--- src/fic_pkg.sv ---
package fic_pkg;

  // ---------------------------------------------------------------
  // timing
  // ---------------------------------------------------------------
  localparam int unsigned CLK_FREQ_MHZ = 200;
  localparam int unsigned PULSE_TIME_US = 2000;
  localparam int unsigned PERIOD_TIME_US = 4000;
  localparam int unsigned PULSE_CYCLES = PULSE_TIME_US * CLK_FREQ_MHZ;
  localparam int unsigned PERIOD_CYCLES = PERIOD_TIME_US * CLK_FREQ_MHZ;

  // ---------------------------------------------------------------
  // register map
  // ---------------------------------------------------------------
  localparam logic [7:0] ADDR_CONFIG = 8'h28;
  localparam logic [7:0] ADDR_MASK_SYSTEM = 8'h29;
  localparam logic [7:0] ADDR_LATCHED_SYSTEM = 8'h2c;
  localparam logic [7:0] CONFIG_RESET = 8'h00;
  localparam logic [7:0] MASK_RESET = 8'hff;
  localparam logic [7:0] READ_UNMAPPED = 8'h00;
  localparam logic [3:0] LATCHED_RESET = 4'h0;
  localparam logic [3:0] RESERVED_READ = 4'h0;
  localparam logic PIN_RESET = 1'b1;

  // event positions inside the upper nibble of the system bytes
  localparam int unsigned NUM_EVENTS = 4;
  localparam int unsigned EVT_CLOCK_ERROR = 3;
  localparam int unsigned EVT_PLL_LOCK = 2;
  localparam int unsigned EVT_OVER_TEMP = 1;
  localparam int unsigned EVT_OVER_CURRENT = 0;

  typedef enum logic [1:0] {
    EVT_LEVEL = 2'h0,
    EVT_UNUSED = 2'h1,
    EVT_REPEAT = 2'h2,
    EVT_SINGLE = 2'h3
  } fic_event_mode_type;

  typedef enum logic [1:0] {
    PD_NONE = 2'h0,
    PD_UNMASKED = 2'h1,
    PD_ALL = 2'h2,
    PD_RESERVED = 2'h3
  } fic_powerdown_type;

  typedef struct packed {
    logic irq_polarity;
    fic_event_mode_type event_mode;
    fic_powerdown_type fault_powerdown_select;
    logic latched_readback_filter;
    logic fault_recovery_select;
    logic clear_latched_on_read_mode;
  } fic_config_type;

  typedef struct packed {
    logic [NUM_EVENTS-1:0] events;
    logic [3:0] reserved;
  } fic_system_byte_type;

  typedef struct packed {
    logic [7:0] addr;
    logic [7:0] wdata;
    logic write;
    logic read;
  } fic_reg_req_type;

endpackage : fic_pkg

--- src/fic_pulse_gen.sv ---
`timescale 1ns/100ps
`default_nettype none

module fic_pulse_gen import fic_pkg::*; #(
  parameter int unsigned PULSE_LEN = PULSE_CYCLES,
  parameter int unsigned PERIOD_LEN = PERIOD_CYCLES
) (
  input wire logic clk,
  input wire logic reset,
  input wire fic_event_mode_type mode,
  input wire logic active,
  input wire logic trigger,
  output logic pulse_out
);

  localparam int unsigned CW = $clog2(PERIOD_LEN + 1);
  localparam logic [CW-1:0] PULSE_LAST = CW'(PULSE_LEN - 1);
  localparam logic [CW-1:0] PERIOD_LAST = CW'(PERIOD_LEN - 1);
  localparam logic [CW-1:0] CNT_ZERO = '0;

  typedef enum logic [2:0] {
    S_IDLE = 3'b001,
    S_ON = 3'b010,
    S_OFF = 3'b100
  } fic_pulse_state_type;

  fic_pulse_state_type state, next_state;
  logic [CW-1:0] count, next_count;
  wire repeat_mode = (mode == EVT_REPEAT);
  wire single_mode = (mode == EVT_SINGLE);
  wire pulse_done = (count == PULSE_LAST);
  wire period_done = (count == PERIOD_LAST);
  wire [CW-1:0] count_inc = count + CW'(1);

  // ---------------------------------------------------------------
  // sequencer
  // ---------------------------------------------------------------
  always_comb begin
    next_state = state;
    next_count = count_inc;
    unique case (state)
      S_IDLE: begin
        next_count = CNT_ZERO;
        if ((repeat_mode && active) || (single_mode && trigger)) begin
          next_state = S_ON;
        end
      end
      S_ON: begin
        if (single_mode && trigger) begin
          next_count = CNT_ZERO;
        end else if (pulse_done) begin
          next_state = single_mode ? S_IDLE : S_OFF;
        end
      end
      S_OFF: begin
        // a switch to single mode mid-period drops the repeat gap
        if (single_mode) begin
          next_count = CNT_ZERO;
          next_state = trigger ? S_ON : S_IDLE;
        end else if (period_done) begin
          next_count = CNT_ZERO;
          next_state = S_ON;
        end
      end
      default: begin
        next_state = S_IDLE;
        next_count = CNT_ZERO;
      end
    endcase
    if (!repeat_mode && !single_mode) begin
      next_state = S_IDLE;
      next_count = CNT_ZERO;
    end else if (repeat_mode && !active) begin
      next_state = S_IDLE;
      next_count = CNT_ZERO;
    end
  end

  always_ff @(posedge clk) begin
    if (reset) begin
      state <= S_IDLE;
      count <= CNT_ZERO;
      pulse_out <= 1'b0;
    end else begin
      state <= next_state;
      count <= next_count;
      pulse_out <= (next_state == S_ON);
    end
  end
endmodule : fic_pulse_gen

`default_nettype wire

--- src/fic_controller.sv ---
`timescale 1ns/100ps
`default_nettype none

// What this block does
// RL1: interrupt pin is active low with polarity 0, active high with 1.
// RL2: event mode 0 holds interrupt while unmasked latched event exists; 1 unused.
// RL3: event mode 2 pulses interrupt 2 ms per 4 ms while events pending.
// RL4: event mode 3 gives one 2 ms pulse per unmasked event.
// RL5: power-down code 0 never powers down channels or the bias.
// RL6: power-down code 1 powers down channels with unmasked faults only.
// RL7: power-down code 2 powers down channels on any fault; 3 reserved.
// RL8: bias fault under code 1 or 2 shuts bias and channels per setting.
// RL9: readback filter 0 shows all latched events, 1 only unmasked.
// RL10: recovery 0 powers channels back up once the fault is gone.
// RL11: recovery 1 leaves power-up to host via channel power-up register.
// RL12: clear mode 0: read clears a latched bit only if live is low.
// RL13: clear mode 1: read clears always; set again on new live rise.
// RL14: mask bit 7 masks clock error; resets masked.
// RL15: mask bit 6 masks pll lock; resets masked.
// RL16: mask bit 5 masks over-temperature; resets masked.
// RL17: mask bit 4 masks over-current; resets masked.
// RL18: host writes mask low nibble with ones only.
// RL19: latched bit 7 records clock error, bit 6 pll lock.
// RL20: latched bit sets on live rise and holds until cleared.
// RL21: event mode 0 releases interrupt when no unmasked event remains.
module fic_controller import fic_pkg::*; #(
  parameter int unsigned NUM_CHANNELS = 4,
  parameter int unsigned PULSE_LEN = PULSE_CYCLES,
  parameter int unsigned PERIOD_LEN = PERIOD_CYCLES
) (
  input wire logic clk,
  input wire logic reset,
  input wire fic_reg_req_type reg_req,
  output logic [7:0] reg_rdata,
  output logic reg_rdata_valid,
  input wire logic [NUM_EVENTS-1:0] live_events,
  input wire logic [NUM_CHANNELS-1:0] channel_fault,
  input wire logic [NUM_CHANNELS-1:0] channel_fault_mask,
  input wire logic bias_fault,
  input wire logic bias_fault_shutdown_setting,
  input wire logic [NUM_CHANNELS-1:0] channel_powerup_strobe,
  output logic [NUM_CHANNELS-1:0] adc_channel_powerdown,
  output logic bias_powerdown,
  output logic interrupt_pin
);

  // ---------------------------------------------------------------
  // parameter checks
  // ---------------------------------------------------------------
  if (NUM_CHANNELS < 1 || NUM_CHANNELS > 8) begin : g_bad_channels
    $error("NUM_CHANNELS must be 1 to 8");
  end
  if (PULSE_LEN < 1 || PERIOD_LEN <= PULSE_LEN) begin : g_bad_timing
    $error("need 1 <= PULSE_LEN < PERIOD_LEN");
  end

  localparam logic [NUM_CHANNELS-1:0] CH_NONE = '0;
  localparam logic [NUM_CHANNELS-1:0] CH_ALL = '1;
  localparam logic [NUM_EVENTS-1:0] EV_ALL = '1;

  function automatic logic [7:0] fic_pack_system(
    input logic [NUM_EVENTS-1:0] ev
  );
    fic_system_byte_type b;
    b.events = ev;
    b.reserved = RESERVED_READ;
    return b;
  endfunction : fic_pack_system

  // ---------------------------------------------------------------
  // registers
  // ---------------------------------------------------------------
  fic_config_type interrupt_config;
  fic_system_byte_type interrupt_mask_system;
  logic [NUM_EVENTS-1:0] latched_events, live_prev;
  logic [NUM_CHANNELS-1:0] next_powerdown;
  logic [7:0] next_rdata;
  logic next_asserted, next_pin, pulse_out;

  wire write_config = reg_req.write && reg_req.addr == ADDR_CONFIG;
  wire write_mask = reg_req.write && reg_req.addr == ADDR_MASK_SYSTEM;
  wire read_latched = reg_req.read && reg_req.addr == ADDR_LATCHED_SYSTEM;

  // reserved mask bits are plain storage; the host keeps them at one
  always_ff @(posedge clk) begin
    if (reset) begin
      interrupt_config <= CONFIG_RESET;
      interrupt_mask_system <= MASK_RESET; // RL14 RL15 RL16 RL17 RL18
    end else begin
      if (write_config) begin
        interrupt_config <= reg_req.wdata;
      end
      if (write_mask) begin
        interrupt_mask_system <= reg_req.wdata;
      end
    end
  end

  wire [NUM_EVENTS-1:0] system_event_masks = interrupt_mask_system.events;
  wire irq_polarity = interrupt_config.irq_polarity;
  wire fic_event_mode_type event_mode = interrupt_config.event_mode;
  wire fic_powerdown_type fault_powerdown_select =
    interrupt_config.fault_powerdown_select;
  wire latched_readback_filter = interrupt_config.latched_readback_filter;
  wire fault_recovery_select = interrupt_config.fault_recovery_select;
  wire clear_latched_on_read_mode =
    interrupt_config.clear_latched_on_read_mode;

  // ---------------------------------------------------------------
  // latched status
  // ---------------------------------------------------------------
  wire [NUM_EVENTS-1:0] live_rise = live_events & ~live_prev; // RL20
  wire [NUM_EVENTS-1:0] unmasked_latched =
    latched_events & ~system_event_masks;
  wire [NUM_EVENTS-1:0] visible_latched =
    latched_readback_filter ? unmasked_latched : latched_events; // RL9
  wire [NUM_EVENTS-1:0] clear_allowed =
    clear_latched_on_read_mode ? EV_ALL : ~live_events; // RL12 RL13
  wire [NUM_EVENTS-1:0] clear_bits =
    read_latched ? (visible_latched & clear_allowed) : '0;
  // a rise in the clearing cycle wins over the clear
  wire [NUM_EVENTS-1:0] next_latched =
    (latched_events & ~clear_bits) | live_rise; // RL19 RL20
  wire any_unmasked = |unmasked_latched;
  wire new_unmasked_event = |(live_rise & ~system_event_masks);

  always_ff @(posedge clk) begin
    if (reset) begin
      latched_events <= LATCHED_RESET;
      live_prev <= LATCHED_RESET;
    end else begin
      latched_events <= next_latched;
      live_prev <= live_events;
    end
  end

  // ---------------------------------------------------------------
  // register readback
  // ---------------------------------------------------------------
  always_comb begin
    unique case (reg_req.addr)
      ADDR_CONFIG: next_rdata = interrupt_config;
      ADDR_MASK_SYSTEM: next_rdata = interrupt_mask_system;
      ADDR_LATCHED_SYSTEM: next_rdata = fic_pack_system(visible_latched);
      default: next_rdata = READ_UNMAPPED;
    endcase
  end

  always_ff @(posedge clk) begin
    if (reset) begin
      reg_rdata <= READ_UNMAPPED;
      reg_rdata_valid <= 1'b0;
    end else begin
      reg_rdata_valid <= reg_req.read;
      if (reg_req.read) begin
        reg_rdata <= next_rdata;
      end
    end
  end

  // ---------------------------------------------------------------
  // interrupt pin
  // ---------------------------------------------------------------
  fic_pulse_gen #(
    .PULSE_LEN(PULSE_LEN),
    .PERIOD_LEN(PERIOD_LEN)
  ) u_pulse_gen (
    .clk(clk),
    .reset(reset),
    .mode(event_mode),
    .active(any_unmasked), // RL3
    .trigger(new_unmasked_event), // RL4
    .pulse_out(pulse_out)
  );

  // the unused code behaves as the level mode
  wire level_mode = (event_mode == EVT_LEVEL) || (event_mode == EVT_UNUSED);

  always_comb begin
    next_asserted = level_mode ? any_unmasked : pulse_out; // RL2 RL21
    next_pin = irq_polarity ? next_asserted : ~next_asserted; // RL1
  end

  always_ff @(posedge clk) begin
    if (reset) begin
      interrupt_pin <= PIN_RESET;
    end else begin
      interrupt_pin <= next_pin;
    end
  end

  // ---------------------------------------------------------------
  // fault power-down
  // ---------------------------------------------------------------
  wire pd_enabled = (fault_powerdown_select == PD_UNMASKED) ||
    (fault_powerdown_select == PD_ALL); // RL5
  wire [NUM_CHANNELS-1:0] channel_cause =
    (fault_powerdown_select == PD_ALL) ? channel_fault : // RL7
    (fault_powerdown_select == PD_UNMASKED) ?
      (channel_fault & ~channel_fault_mask) : CH_NONE; // RL6
  wire bias_cause = pd_enabled && bias_fault; // RL8
  wire [NUM_CHANNELS-1:0] all_cause =
    (bias_cause && bias_fault_shutdown_setting) ? CH_ALL : CH_NONE;
  wire [NUM_CHANNELS-1:0] pd_cause = channel_cause | all_cause;
  // manual recovery waits for the host's power-up strobe
  wire [NUM_CHANNELS-1:0] pd_release = ~pd_cause &
    (fault_recovery_select ? channel_powerup_strobe : CH_ALL); // RL10 RL11

  always_comb begin
    next_powerdown = pd_cause | (adc_channel_powerdown & ~pd_release);
  end

  always_ff @(posedge clk) begin
    if (reset) begin
      adc_channel_powerdown <= CH_NONE;
      bias_powerdown <= 1'b0;
    end else begin
      adc_channel_powerdown <= next_powerdown;
      bias_powerdown <= bias_cause; // RL8
    end
  end
endmodule : fic_controller

`default_nettype wire

--- config.mk ---
export PLATFORM = sky130hd
export DESIGN_NAME = fic_controller
export DESIGN_NICKNAME = d
export VERILOG_FILES = /design/src/fic_pkg.sv /design/src/fic_pulse_gen.sv /design/src/fic_controller.sv
export SDC_FILE = /design/constraint.sdc
export NUM_CORES = 1
export LEC_CHECK = 0
export ABC_AREA = 1
export BUFFER_PORTS_ARGS = -buffer_cell sky130_fd_sc_hd__buf_2
export CORE_MARGIN = 2
export CORE_UTILIZATION = 47
export DETAILED_ROUTE_END_ITERATION = 7
export HOLD_SLACK_MARGIN = 0.12
export PLACE_DENSITY = 0.7
export SKIP_CTS_REPAIR_TIMING = 1
export SYNTH_ARGS = -nofsm -noshare
export SYNTH_HDL_FRONTEND = slang
export SYNTH_SLANG_ARGS = --single-unit
--- constraint.sdc ---
create_clock -name clk -period 2.58 [get_ports clk]
set_input_delay 0.516 -clock clk [delete_from_list [all_inputs] [get_ports clk]]
set_output_delay 0.516 -clock clk [all_outputs]
set_load 0.02 [all_outputs]
==> results of run 1 <==
-- cells in the final DEF, fill, tap and decap left out, drive strengths merged, types with 2 or more instances in the layout --
cell and n:
nor3 17, nand4 10, clkbuf 11, buf 53, o21ai 22, and2 2
nand3b 6, ha 3, nor3b 2, nand3 31, a21oi 21, nand2 119
xor2 10, clkinvlp 2, o211ai 8, clkinv 3, xnor2 4, a31oi 4
nor2 52, bufinv 2, dfxtp 63, inv 49
-- stage by stage --
stage | setup slack (ps) | hold slack, ps | power [mW] | util, %
floorplan | 1020 | 463 | 1.04 | -
global placement | 581 | 450 | 1.09 | 53.3
detailed placement | 558 | 457 | 1.09 | 53.3
CTS | 629 | 395 | 2.06 | 56.9
global route | 445 | 429 | 2.12 | 56.9
finish | 636 | 409 | 2.05 | 56.9
-- path summary, 6_finish.rpt --
path	startpoint	endpoint	slack, ps
hold reg to reg	reg_rdata[5]	reg_rdata[5]	460
setup / recovery	u_pulse_gen.count[0]	u_pulse_gen.count[0]	640
setup reg to reg	u_pulse_gen.count[0]	u_pulse_gen.count[0]	640
hold / removal	reg_req[6]	system_event_masks[0]	410
-- final cells by class --
class,count,area (um^2),share of cell area [%]
clock buffers,11,151,4.19
inverters,51,193,5.33
multi-input cells,315,1560,43.3
flip-flops and latches,63,1260,34.9
repair buffers,53,268,7.41
well taps,77,96.3,2.67
clock inverters,5,80.1,2.22
-- flip-flops by register name, summed over array words and instances (netlist names), 2 cells and up --
signal	cells
fault_powerdown_select	2
event_mode	2
u_pulse_gen.count	20
latched_events	4
adc_channel_powerdown	4
interrupt_mask_system	4
live_prev	4
reg_rdata	8
u_pulse_gen.state	3
system_event_masks	4
-- critical path: cells and delay by family, from the launching register on --
family                     cells  cell delay, ps
DFF                            1             450
adders and majority gates      1             280
and+or+nand+nor                7            1080
-- cell families (layout without fill, tap and decap cells) --
logic type                 count (synthesis)  count (layout)  share of synthesized area (%)
AOI/OAI and AO/OA                         58              58                           10.6
xor gates and xnor gates                  14              14                           3.98
adders and majority gates                  3               3                           1.22
buffers and inverters                     60             120                           8.21
DFF                                       63              63                           41.0
and+or+nand+nor                          240             240                           35.0
-- metal layers --
layer | share of wire, % | GRT usage [%] | up-vias
met1 | 49 | 30.4 | 1342
met5 | 0 | 0 | -
met4 | 1.8 | 9.67 | 0
li1 | - | - | 1533
met2 | 43 | 33.2 | 103
met3 | 6.2 | 3.79 | 14
-- power breakdown --
| group | leakage (nW) | internal, mW | total, mW | switching [mW] |
|---|---|---|---|---|
| registers | 0.510 | 0.982 | 0.987 | 0.00489 |
| clock network | 0.112 | 0.595 | 0.979 | 0.384 |
| logic | 0.845 | 0.0324 | 0.0816 | 0.0492 |
| total | 1.47 | 1.61 | 2.05 | 0.438 |
==> out/metrics.yaml, run 1 <==
status:
  status: "complete, no violations"
setup_path:
  worstPathCellList: "ha_1 -> nand3_2 -> nor3_2 -> nand3_1 -> nand4_1 -> nand2_1 -> nand2_2 -> nor2_1"
  path_class: "reg -> reg"
  worstPathMaxFanout: 20
  number_of_cells_on_the_worst_reg_to_reg_path: 8
  critical_path.endpoint_type: "register"
  worst-endpoint-arrival_ps: 2160
  setup.worst_path.start_class: "register"
  crit_required_ps: 2790
  crit_path_max_incr_delay_ps: 450
  crit_path_top_delay_cell: "sky130_fd_sc_hd__dfxtp_1"
synth:
  ff_latch_count_synth: 63
  average_cell_area_after_synthesis_um2: 7.03
  ys_top_cells_by_area: "sky130_fd_sc_hd__dfxtp_1 41%, sky130_fd_sc_hd__nand2_1 14%, sky130_fd_sc_hd__inv_1 5.9%"
  seq_area_frac_synth_pct: 41.0
  netlist_instances: 438
  leading_area_contributor_after_synthesis: "sky130_fd_sc_hd__dfxtp_1"
  yosysUniqueCellTypes: 35
  synth_top_cell_area_share_pct: 41.0
  asyncSetResetFlopFracSynth_pct: 0
  mappedNetlistNets: 479
  syn-cell-area_um2: 3080
  synth.yosys.warnings: 0
  netlist_top_cells_count: "118 x sky130_fd_sc_hd__nand2_1, 63 x sky130_fd_sc_hd__dfxtp_1, 48 x sky130_fd_sc_hd__inv_1, 48 x sky130_fd_sc_hd__nor2_1, 29 x sky130_fd_sc_hd__nand3_1"
  yosysMostFrequentCell: "sky130_fd_sc_hd__nand2_1"
  yosys_most_used_dff: "sky130_fd_sc_hd__dfxtp_1"
  post_synth_edffs: 0
timing:
  finalHoldViolations: 0
  setup_violations: 0
  slew_headroom_pct: 55.0
  fin_worst_skew_ps: 7.65
  timing.final.crit_share_pct: 75.3
  tightestPinTransition_ps: 673
  fin_crit_period_ps: 1940
  timing.final.max_slew_violations: 0
  finalSetupTns_ps: 0
  timing.fmax_ghz: 0.515
  rsz0062_at_grt: "no"
place:
  gp_congestion: 0.956
  port_buffers: 52
  cells_after_dpl: 559
  placement.cell_area_um2: 3380
  post-dp-hpwl_um: 5340
job:
  maxCapViolations: 0
drt:
  post-route-drc-count: 0
  drt_first_pass_iters: 5
  drt-wirelength-per-cell_um: 12.6
  final_routed_wirelength_um: 7250
  detail_route.iter0.violations: 220
  antenna_violating_nets_post_route: 0
  routed-via-count: 2992
  viasPerCell: 5.20
cts:
  cts_tree: "yes"
  clock-sinks: 63
  clk_pin_slew_ps: 70
  clock_path_buffers: 2
  cts_root_buffer_type: "sky130_fd_sc_hd__clkbuf_8"
  h-tree-depth: 3
  cts_inserted_buffers: 9
  clkLatencyLatePin_ps: 340
finish:
  syn_to_final_growth_pct: 17.4
  layout_cells_sized_above_1_pct: 16.7
  post-route-cell-area_um2: 3610
  antenna-diode-count: 0
  fillCellCount: 632
  post_layout_nonfiller_instances: 575
  layout.nets: 534
global_routing:
  grt.total_usage_pct: 21.8
  grt_start_max_net_pins: 31
  grt_first_pass_wirelength_um: 12800
  grt_remaining_overflow: 0
  antenna_found_initial: 0
  vias_in_the_first_global_route: 2852
floorplan:
  starting_utilization_of_the_core_area_pct: 48.5
  ports: 53
  floorplan.die.height_um: 84.9
  design.die.area_um2: 7210
  rows: 29
  placeableCoreArea_um2: 6350
  chipWidth_um: 84.9
hold_path:
  timing.hold.worst.class: "in -> reg"
  hold_depth: 3
pwr:
  ir_worst_vdd_mv: 0.349
  powerDensity_nw_per_um2: 567
  leakage_nw: 1.47
Note: power is estimated with default switching activity, not from simulation.
==> inputs of run 2 (changes only) <==
Settings changed: ABC_AREA 1 to 0, PLACE_DENSITY 0.7 to 0.73.
Clock period 2.58 ns to 1.69 ns, I/O delays scaled along.
==> out/metrics.yaml, run 2 <==
status:
  status: "finished, violations left"
  violations: "negative setup slack"
place:
  post-dp-hpwl_um: 5010
  gp_congestion: 0.800
  post-place-ws_ps: -50.4
  placement.cell_area_um2: 3510
  port_buffers: 52
synth:
  yosysMostFrequentCell: "sky130_fd_sc_hd__dfxtp_1"
  post_synth_edffs: 0
  synth_top_cell_area_share_pct: 42.5
  ys_top_cells_by_area: "sky130_fd_sc_hd__dfxtp_1 43%, sky130_fd_sc_hd__nand2_1 5.8%, sky130_fd_sc_hd__nor2_1 5.1%"
  mappedNetlistNets: 400
  netlist_top_cells_count: "63 x sky130_fd_sc_hd__dfxtp_1, 46 x sky130_fd_sc_hd__nand2_1, 40 x sky130_fd_sc_hd__nor2_1"
  synth.yosys.warnings: 0
  syn-cell-area_um2: 2970
  seq_area_frac_synth_pct: 42.5
  yosys_most_used_dff: "sky130_fd_sc_hd__dfxtp_1"
  leading_area_contributor_after_synthesis: "sky130_fd_sc_hd__dfxtp_1"
  yosysUniqueCellTypes: 47
  ff_latch_count_synth: 63
  average_cell_area_after_synthesis_um2: 8.26
  netlist_instances: 359
  asyncSetResetFlopFracSynth_pct: 0
drt:
  final_routed_wirelength_um: 7020
  routed-via-count: 2749
  drt-wirelength-per-cell_um: 13.6
  detail_route.iter0.violations: 112
  viasPerCell: 5.33
  post-route-drc-count: 0
  antenna_violating_nets_post_route: 0
  drt_first_pass_iters: 4
setup_path:
  r2r_setup_slk_ps: -10
  crit_path_max_incr_delay_ps: 330
  critical_path.endpoint_type: "register"
  crit_path_top_delay_cell: "sky130_fd_sc_hd__nor4_4"
  worst-endpoint-arrival_ps: 1940
  worstPathCellList: "nand4bb_4 -> nor4_4 -> a21oi_2 -> o21a_1 -> o21ai_4 -> buf_12 -> nor2_1"
  number_of_cells_on_the_worst_reg_to_reg_path: 7
  timing.rr.start: "u_pulse_gen.count[14]"
  regToRegEndpoint: "u_pulse_gen.count[14]"
  path_class: "reg -> reg"
  setup.worst_path.start_class: "register"
  worstPathMaxFanout: 19
  crit_required_ps: 1930
pwr:
  ir_worst_vdd_mv: 0.547
  power_mw: 3.05
  powerDensity_nw_per_um2: 811
  leakage_nw: 1.44
timing:
  fin_crit_period_ps: 1700
  slew_headroom_pct: 74.1
  finalSetupTns_ps: -41.1
  final.setup.worst_slack_ps: -10.3
  rsz0062_at_grt: "yes"
  fin_worst_skew_ps: 10.9
  timing.final.crit_share_pct: 101
  timing.fmax_ghz: 0.588
  timing.final.max_slew_violations: 0
  setup_violations: 9
  tightestPinTransition_ps: 385
  finalHoldViolations: 0
cts:
  clk_pin_slew_ps: 80
  cts_tree: "yes"
  clock-sinks: 63
  h-tree-depth: 3
  clock_path_buffers: 2
  clkLatencyLatePin_ps: 340
  cts_root_buffer_type: "sky130_fd_sc_hd__clkbuf_8"
  cts_inserted_buffers: 9
hold_path:
  hold_path_end: "live_prev[0]"
  hold_depth: 2
  timing.hold.worst.class: "in -> reg"
  hold_path.startpoint: "live_events[0]"
finish:
  layout_commonest_cell: "sky130_fd_sc_hd__dfxtp_1"
  post-route-cell-area_um2: 3770
  max_flop_register: "u_pulse_gen.count"
  layout_cells_sized_above_1_pct: 27.4
  largest_register_ffs: 20
  finalCoreUtilization_pct: 62.5
  antenna-diode-count: 0
  syn_to_final_growth_pct: 27.0
  layout.nets: 477
  fillCellCount: 536
  top_regs: "u_pulse_gen.count: 20 flops, reg_rdata: 8 flops"
  top_library_cells_by_usage_in_the_layout_fill_and_taps_aside: "54 x sky130_fd_sc_hd__dfxtp_1, 52 x sky130_fd_sc_hd__buf_2, 46 x sky130_fd_sc_hd__nand2_1, 39 x sky130_fd_sc_hd__nor2_1"
floorplan:
  floorplan.die.height_um: 83.4
  ports: 53
  chipWidth_um: 83.4
  starting_utilization_of_the_core_area_pct: 49.2
  design.die.area_um2: 6960
  rows: 28
  placeableCoreArea_um2: 6030
global_routing:
  grt_first_pass_wirelength_um: 11900
  grt_start_max_net_pins: 40
  vias_in_the_first_global_route: 2577
  grt.total_usage_pct: 20.7
  antenna_found_initial: 0
  grt_remaining_overflow: 0
job:
  maxCapViolations: 0
[run 2: power breakdown]
group / switching (mW) / total, mW / leakage, nW / internal, mW
sequential: 0.00877 / 1.51 / 0.515 / 1.50
combinational: 0.0657 / 0.128 / 0.815 / 0.0625
clock: 0.644 / 1.42 / 0.107 / 0.775
[run 2: cell families after synthesis]
logic type	after synthesis	synth area share [%]
buffers and inverters	23	3.25
adder cells (fa/ha/maj)	3	1.27
AO/OA/AOI/OAI	62	13.3
AND/OR/NAND/NOR	184	32.3
flip-flops	63	42.5
XOR/XNOR	20	5.91
multiplexers	4	1.48
[run 2: per-layer routing]
| layer | GRT usage (%) | routed length, um |
|---|---|---|
| met4 | 6.60 | 82 |
| met1 | 28.6 | 3210 |
| met5 | 0 | 0 |
| met2 | 31.7 | 3220 |
| met3 | 5.37 | 505 |
[run 2: worst max-delay path by stage]
stage                          start                    end  slack, ps
6_report       u_pulse_gen.count[14]  u_pulse_gen.count[14]        -10
2_1_floorplan   u_pulse_gen.count[9]  u_pulse_gen.count[15]         -1
4_1_cts         u_pulse_gen.count[9]   u_pulse_gen.count[6]        -70
3_5_place_dp    u_pulse_gen.count[9]  u_pulse_gen.count[14]        -50
5_1_grt         u_pulse_gen.count[3]   u_pulse_gen.count[8]       -120
3_3_place_gp    u_pulse_gen.count[9]   u_pulse_gen.count[8]         20
[run 2: area by class of cell]
class | count | area [um^2] | share of cell area [%]
Clock buffer | 11 | 151 | 4.02
Clock inverter | 5 | 63.8 | 1.69
Inverter | 10 | 37.5 | 0.996
Multi-Input combinational cell | 273 | 1670 | 44.4
Sequential cell | 63 | 1270 | 33.8
Tap cell | 75 | 93.8 | 2.49
Timing Repair Buffer | 79 | 475 | 12.6
[run 2: metrics by stage]
step / std cells / hold WS [ps]
after global placement: 500 / 428
final: 516 / 228
after global routing: 516 / 224
after CTS: 516 / 218
after detailed placement: 500 / 433
after floorplan: 359 / 418
[run 2: worst max-delay path: cells and delay by family, from the launching register on]
family	cells	cell delay, ps
and+or+nand+nor	3	620
buffers and inverters	1	170
DFF	1	320
AOI/OAI and AO/OA	3	480
==> inputs of run 3 (changes only) <==
Settings changed: PLACE_DENSITY 0.73 to 0.72, SYNTH_HIERARCHICAL set to 1.
==> out/metrics.yaml, run 3 <==
status:
  status: "finished, violations left"
  violations: "negative setup slack"
hold_path:
  timing.hold.worst.class: "in -> reg"
  hold_path.startpoint: "live_events[3]"
  hold_depth: 2
  hold_path_end: "live_prev[3]"
finish:
  top_library_cells_by_usage_in_the_layout_fill_and_taps_aside: "54 x sky130_fd_sc_hd__dfxtp_1, 53 x sky130_fd_sc_hd__buf_4, 52 x sky130_fd_sc_hd__buf_2, 25 x sky130_fd_sc_hd__nor2_1"
  largest_register_ffs: 20
  finalCoreUtilization_pct: 63.5
  syn_to_final_growth_pct: 32.5
  layout_commonest_cell: "sky130_fd_sc_hd__dfxtp_1"
  post-route-cell-area_um2: 4270
  layout.nets: 508
  antenna-diode-count: 0
  layout_cells_sized_above_1_pct: 33.3
  top_regs: "u_pulse_gen/count: 20 flops, reg_rdata: 8 flops"
  max_flop_register: "u_pulse_gen/count"
synth:
  synth_compound_gate_area_share_pct: 15.8
  netlist_instances: 365
  asyncSetResetFlopFracSynth_pct: 0
  ff_latch_count_synth: 63
  yosysMostFrequentCell: "sky130_fd_sc_hd__dfxtp_1"
  synth_simple_gate_area_share_pct: 30.2
  ys_top_cells_by_area: "sky130_fd_sc_hd__dfxtp_1 39%, sky130_fd_sc_hd__mux2i_1 5.0%, sky130_fd_sc_hd__nand2b_1 4.7%"
  netlist_top_cells_count: "63 x sky130_fd_sc_hd__dfxtp_1, 25 x sky130_fd_sc_hd__nor2_1, 24 x sky130_fd_sc_hd__nand2b_1"
  average_cell_area_after_synthesis_um2: 8.82
  synthXorXnorAreaFrac_pct: 2.72
  dominant_combinational_cell_family_by_area_after_synthesis: "simple AND/OR/NAND/NOR gates"
  yosys_most_used_dff: "sky130_fd_sc_hd__dfxtp_1"
  mappedNetlistNets: 406
  syn-cell-area_um2: 3220
  synth.yosys.warnings: 6
  leading_area_contributor_after_synthesis: "sky130_fd_sc_hd__dfxtp_1"
  yosysUniqueCellTypes: 59
  post_synth_edffs: 0
  seq_area_frac_synth_pct: 39.2
  share_of_synthesized_area_spent_on_multiplexers_pct: 6.38
  synth_top_cell_area_share_pct: 39.2
  synth_adder_area_share_pct: 1.17
place:
  placement.cell_area_um2: 3930
  post-dp-hpwl_um: 5520
  gp_congestion: 0.850
  port_buffers: 52
timing:
  timing.final.max_slew_violations: 0
  final.hold.worst_slack_ps: 256
  fin_crit_period_ps: 1760
  finalHoldViolations: 0
  rsz0062_at_grt: "yes"
  final.setup.worst_slack_ps: -72.4
  timing.fmax_ghz: 0.567
  setup_violations: 12
  fin_worst_skew_ps: 6.37
  tightestPinTransition_ps: 487
  slew_headroom_pct: 67.5
  finalSetupTns_ps: -485
  timing.final.crit_share_pct: 104
drt:
  post-route-drc-count: 0
  detail_route.iter0.violations: 144
  drt_first_pass_iters: 4
  drt-wirelength-per-cell_um: 14.2
  final_routed_wirelength_um: 7820
  antenna_violating_nets_post_route: 0
  viasPerCell: 5.56
  routed-via-count: 3070
global_routing:
  grt_remaining_overflow: 0
  antenna_found_initial: 0
  grt_start_max_net_pins: 56
  grt.total_usage_pct: 21.5
  vias_in_the_first_global_route: 2758
  grt_first_pass_wirelength_um: 12900
floorplan:
  chipWidth_um: 86.7
  rows: 30
  design.die.area_um2: 7520
  placeableCoreArea_um2: 6720
  starting_utilization_of_the_core_area_pct: 47.9
  floorplan.die.height_um: 86.7
  ports: 53
setup_path:
  crit_path_top_delay_cell: "sky130_fd_sc_hd__or4_4"
  path_class: "reg -> reg"
  crit_family: "simple AND/OR/NAND/NOR gates"
  setup.worst_path.start_class: "register"
  critical_path.endpoint_type: "register"
  crit_required_ps: 1890
  worstPathCellList: "nor2b_4 -> or4_4 -> nand2b_4 -> buf_6 -> a211oi_2 -> o211ai_1 -> o221ai_1"
  worstPathMaxFanout: 4
  regToRegEndpoint: "u_pulse_gen/state[1]"
  worst-endpoint-arrival_ps: 1970
  r2r_setup_slk_ps: -70
  timing.rr.start: "latched_events[0]"
  number_of_cells_on_the_worst_reg_to_reg_path: 7
  crit_path_max_incr_delay_ps: 570
  critical_path.n_buffers_inverters: 1
pwr:
  clockPowerShare_pct: 43.4
  switching_share_pct: 22.7
  sequentialPowerShare_pct: 50.6
  p_int_mw: 2.31
  power_mw: 2.98
  leakage_nw: 1.59
  powerDensity_nw_per_um2: 700
  netSwitchingPower_mw: 0.676
  ir_worst_vdd_mv: 0.520
  comb_power_share_pct: 6.0
cts:
  clk_pin_slew_ps: 70
  cts_inserted_buffers: 9
  clkLatencyLatePin_ps: 340
  cts_root_buffer_type: "sky130_fd_sc_hd__clkbuf_8"
  cts_tree: "yes"
  clock_path_buffers: 2
  h-tree-depth: 3
  clock-sinks: 63
job:
  maxCapViolations: 0
==> run 3: cells by family (layout without fill, tap and decap cells) <==
family,after synthesis,count (layout)
xor gates and xnor gates,10,10
and+or+nand+nor,162,162
AOI/OAI and AO/OA,75,75
buffers and inverters,32,139
adders and majority gates,3,3
DFF,63,63
muxes,20,20
==> run 3: cell type report <==
| class | count | area, um^2 |
|---|---|---|
| Tap cell | 80 | 100 |
| Clock buffer | 12 | 145 |
| Clock inverter | 4 | 45.0 |
| Timing Repair Buffer | 111 | 752 |
| Multi-Input combinational cell | 270 | 1910 |
| Inverter | 12 | 45.0 |
| Sequential cell | 63 | 1270 |
| Fill cell | 564 | 2450 |
==> run 3: metrics by stage <==
stage,instances,setup WS (ps)
after floorplan,365,-2.86
after global placement,532,-249
after detailed placement,532,-347
after CTS,548,-228
after global routing,552,-204
final,552,-72.4
==> run 3: power groups by stage <==
| stage | logic (mW) | clock network, mW | registers [mW] |
|---|---|---|---|
| final | 0.180 | 1.29 | 1.51 |
| after global routing | 0.200 | 1.38 | 1.51 |
| after CTS | 0.177 | 1.32 | 1.51 |
| after detailed placement | 0.176 | 0 | 1.54 |
| after global placement | 0.173 | 0 | 1.54 |
| after floorplan | 0.0981 | 0 | 1.54 |
==> run 3: metal layers <==
| layer | GRT usage, % | share of wire, % |
|---|---|---|
| met2 | 34.0 | 49 |
| met3 | 4.29 | 3.4 |
| met1 | 29.2 | 47 |
| met5 | 0 | 0 |
| met4 | 7.53 | 1.2 |
==> run 3: worst max path at each step <==
stage,startpoint,to,cells after the start
after CTS,system_event_masks[2],u_pulse_gen/state[2],7
after detailed placement,live_events[2],u_pulse_gen/state[2],8
final,latched_events[0],u_pulse_gen/state[1],7
after global placement,live_events[2],u_pulse_gen/state[2],8
after floorplan,latched_events[3],u_pulse_gen/count[18],7
after global routing,system_event_masks[3],u_pulse_gen/state[2],7
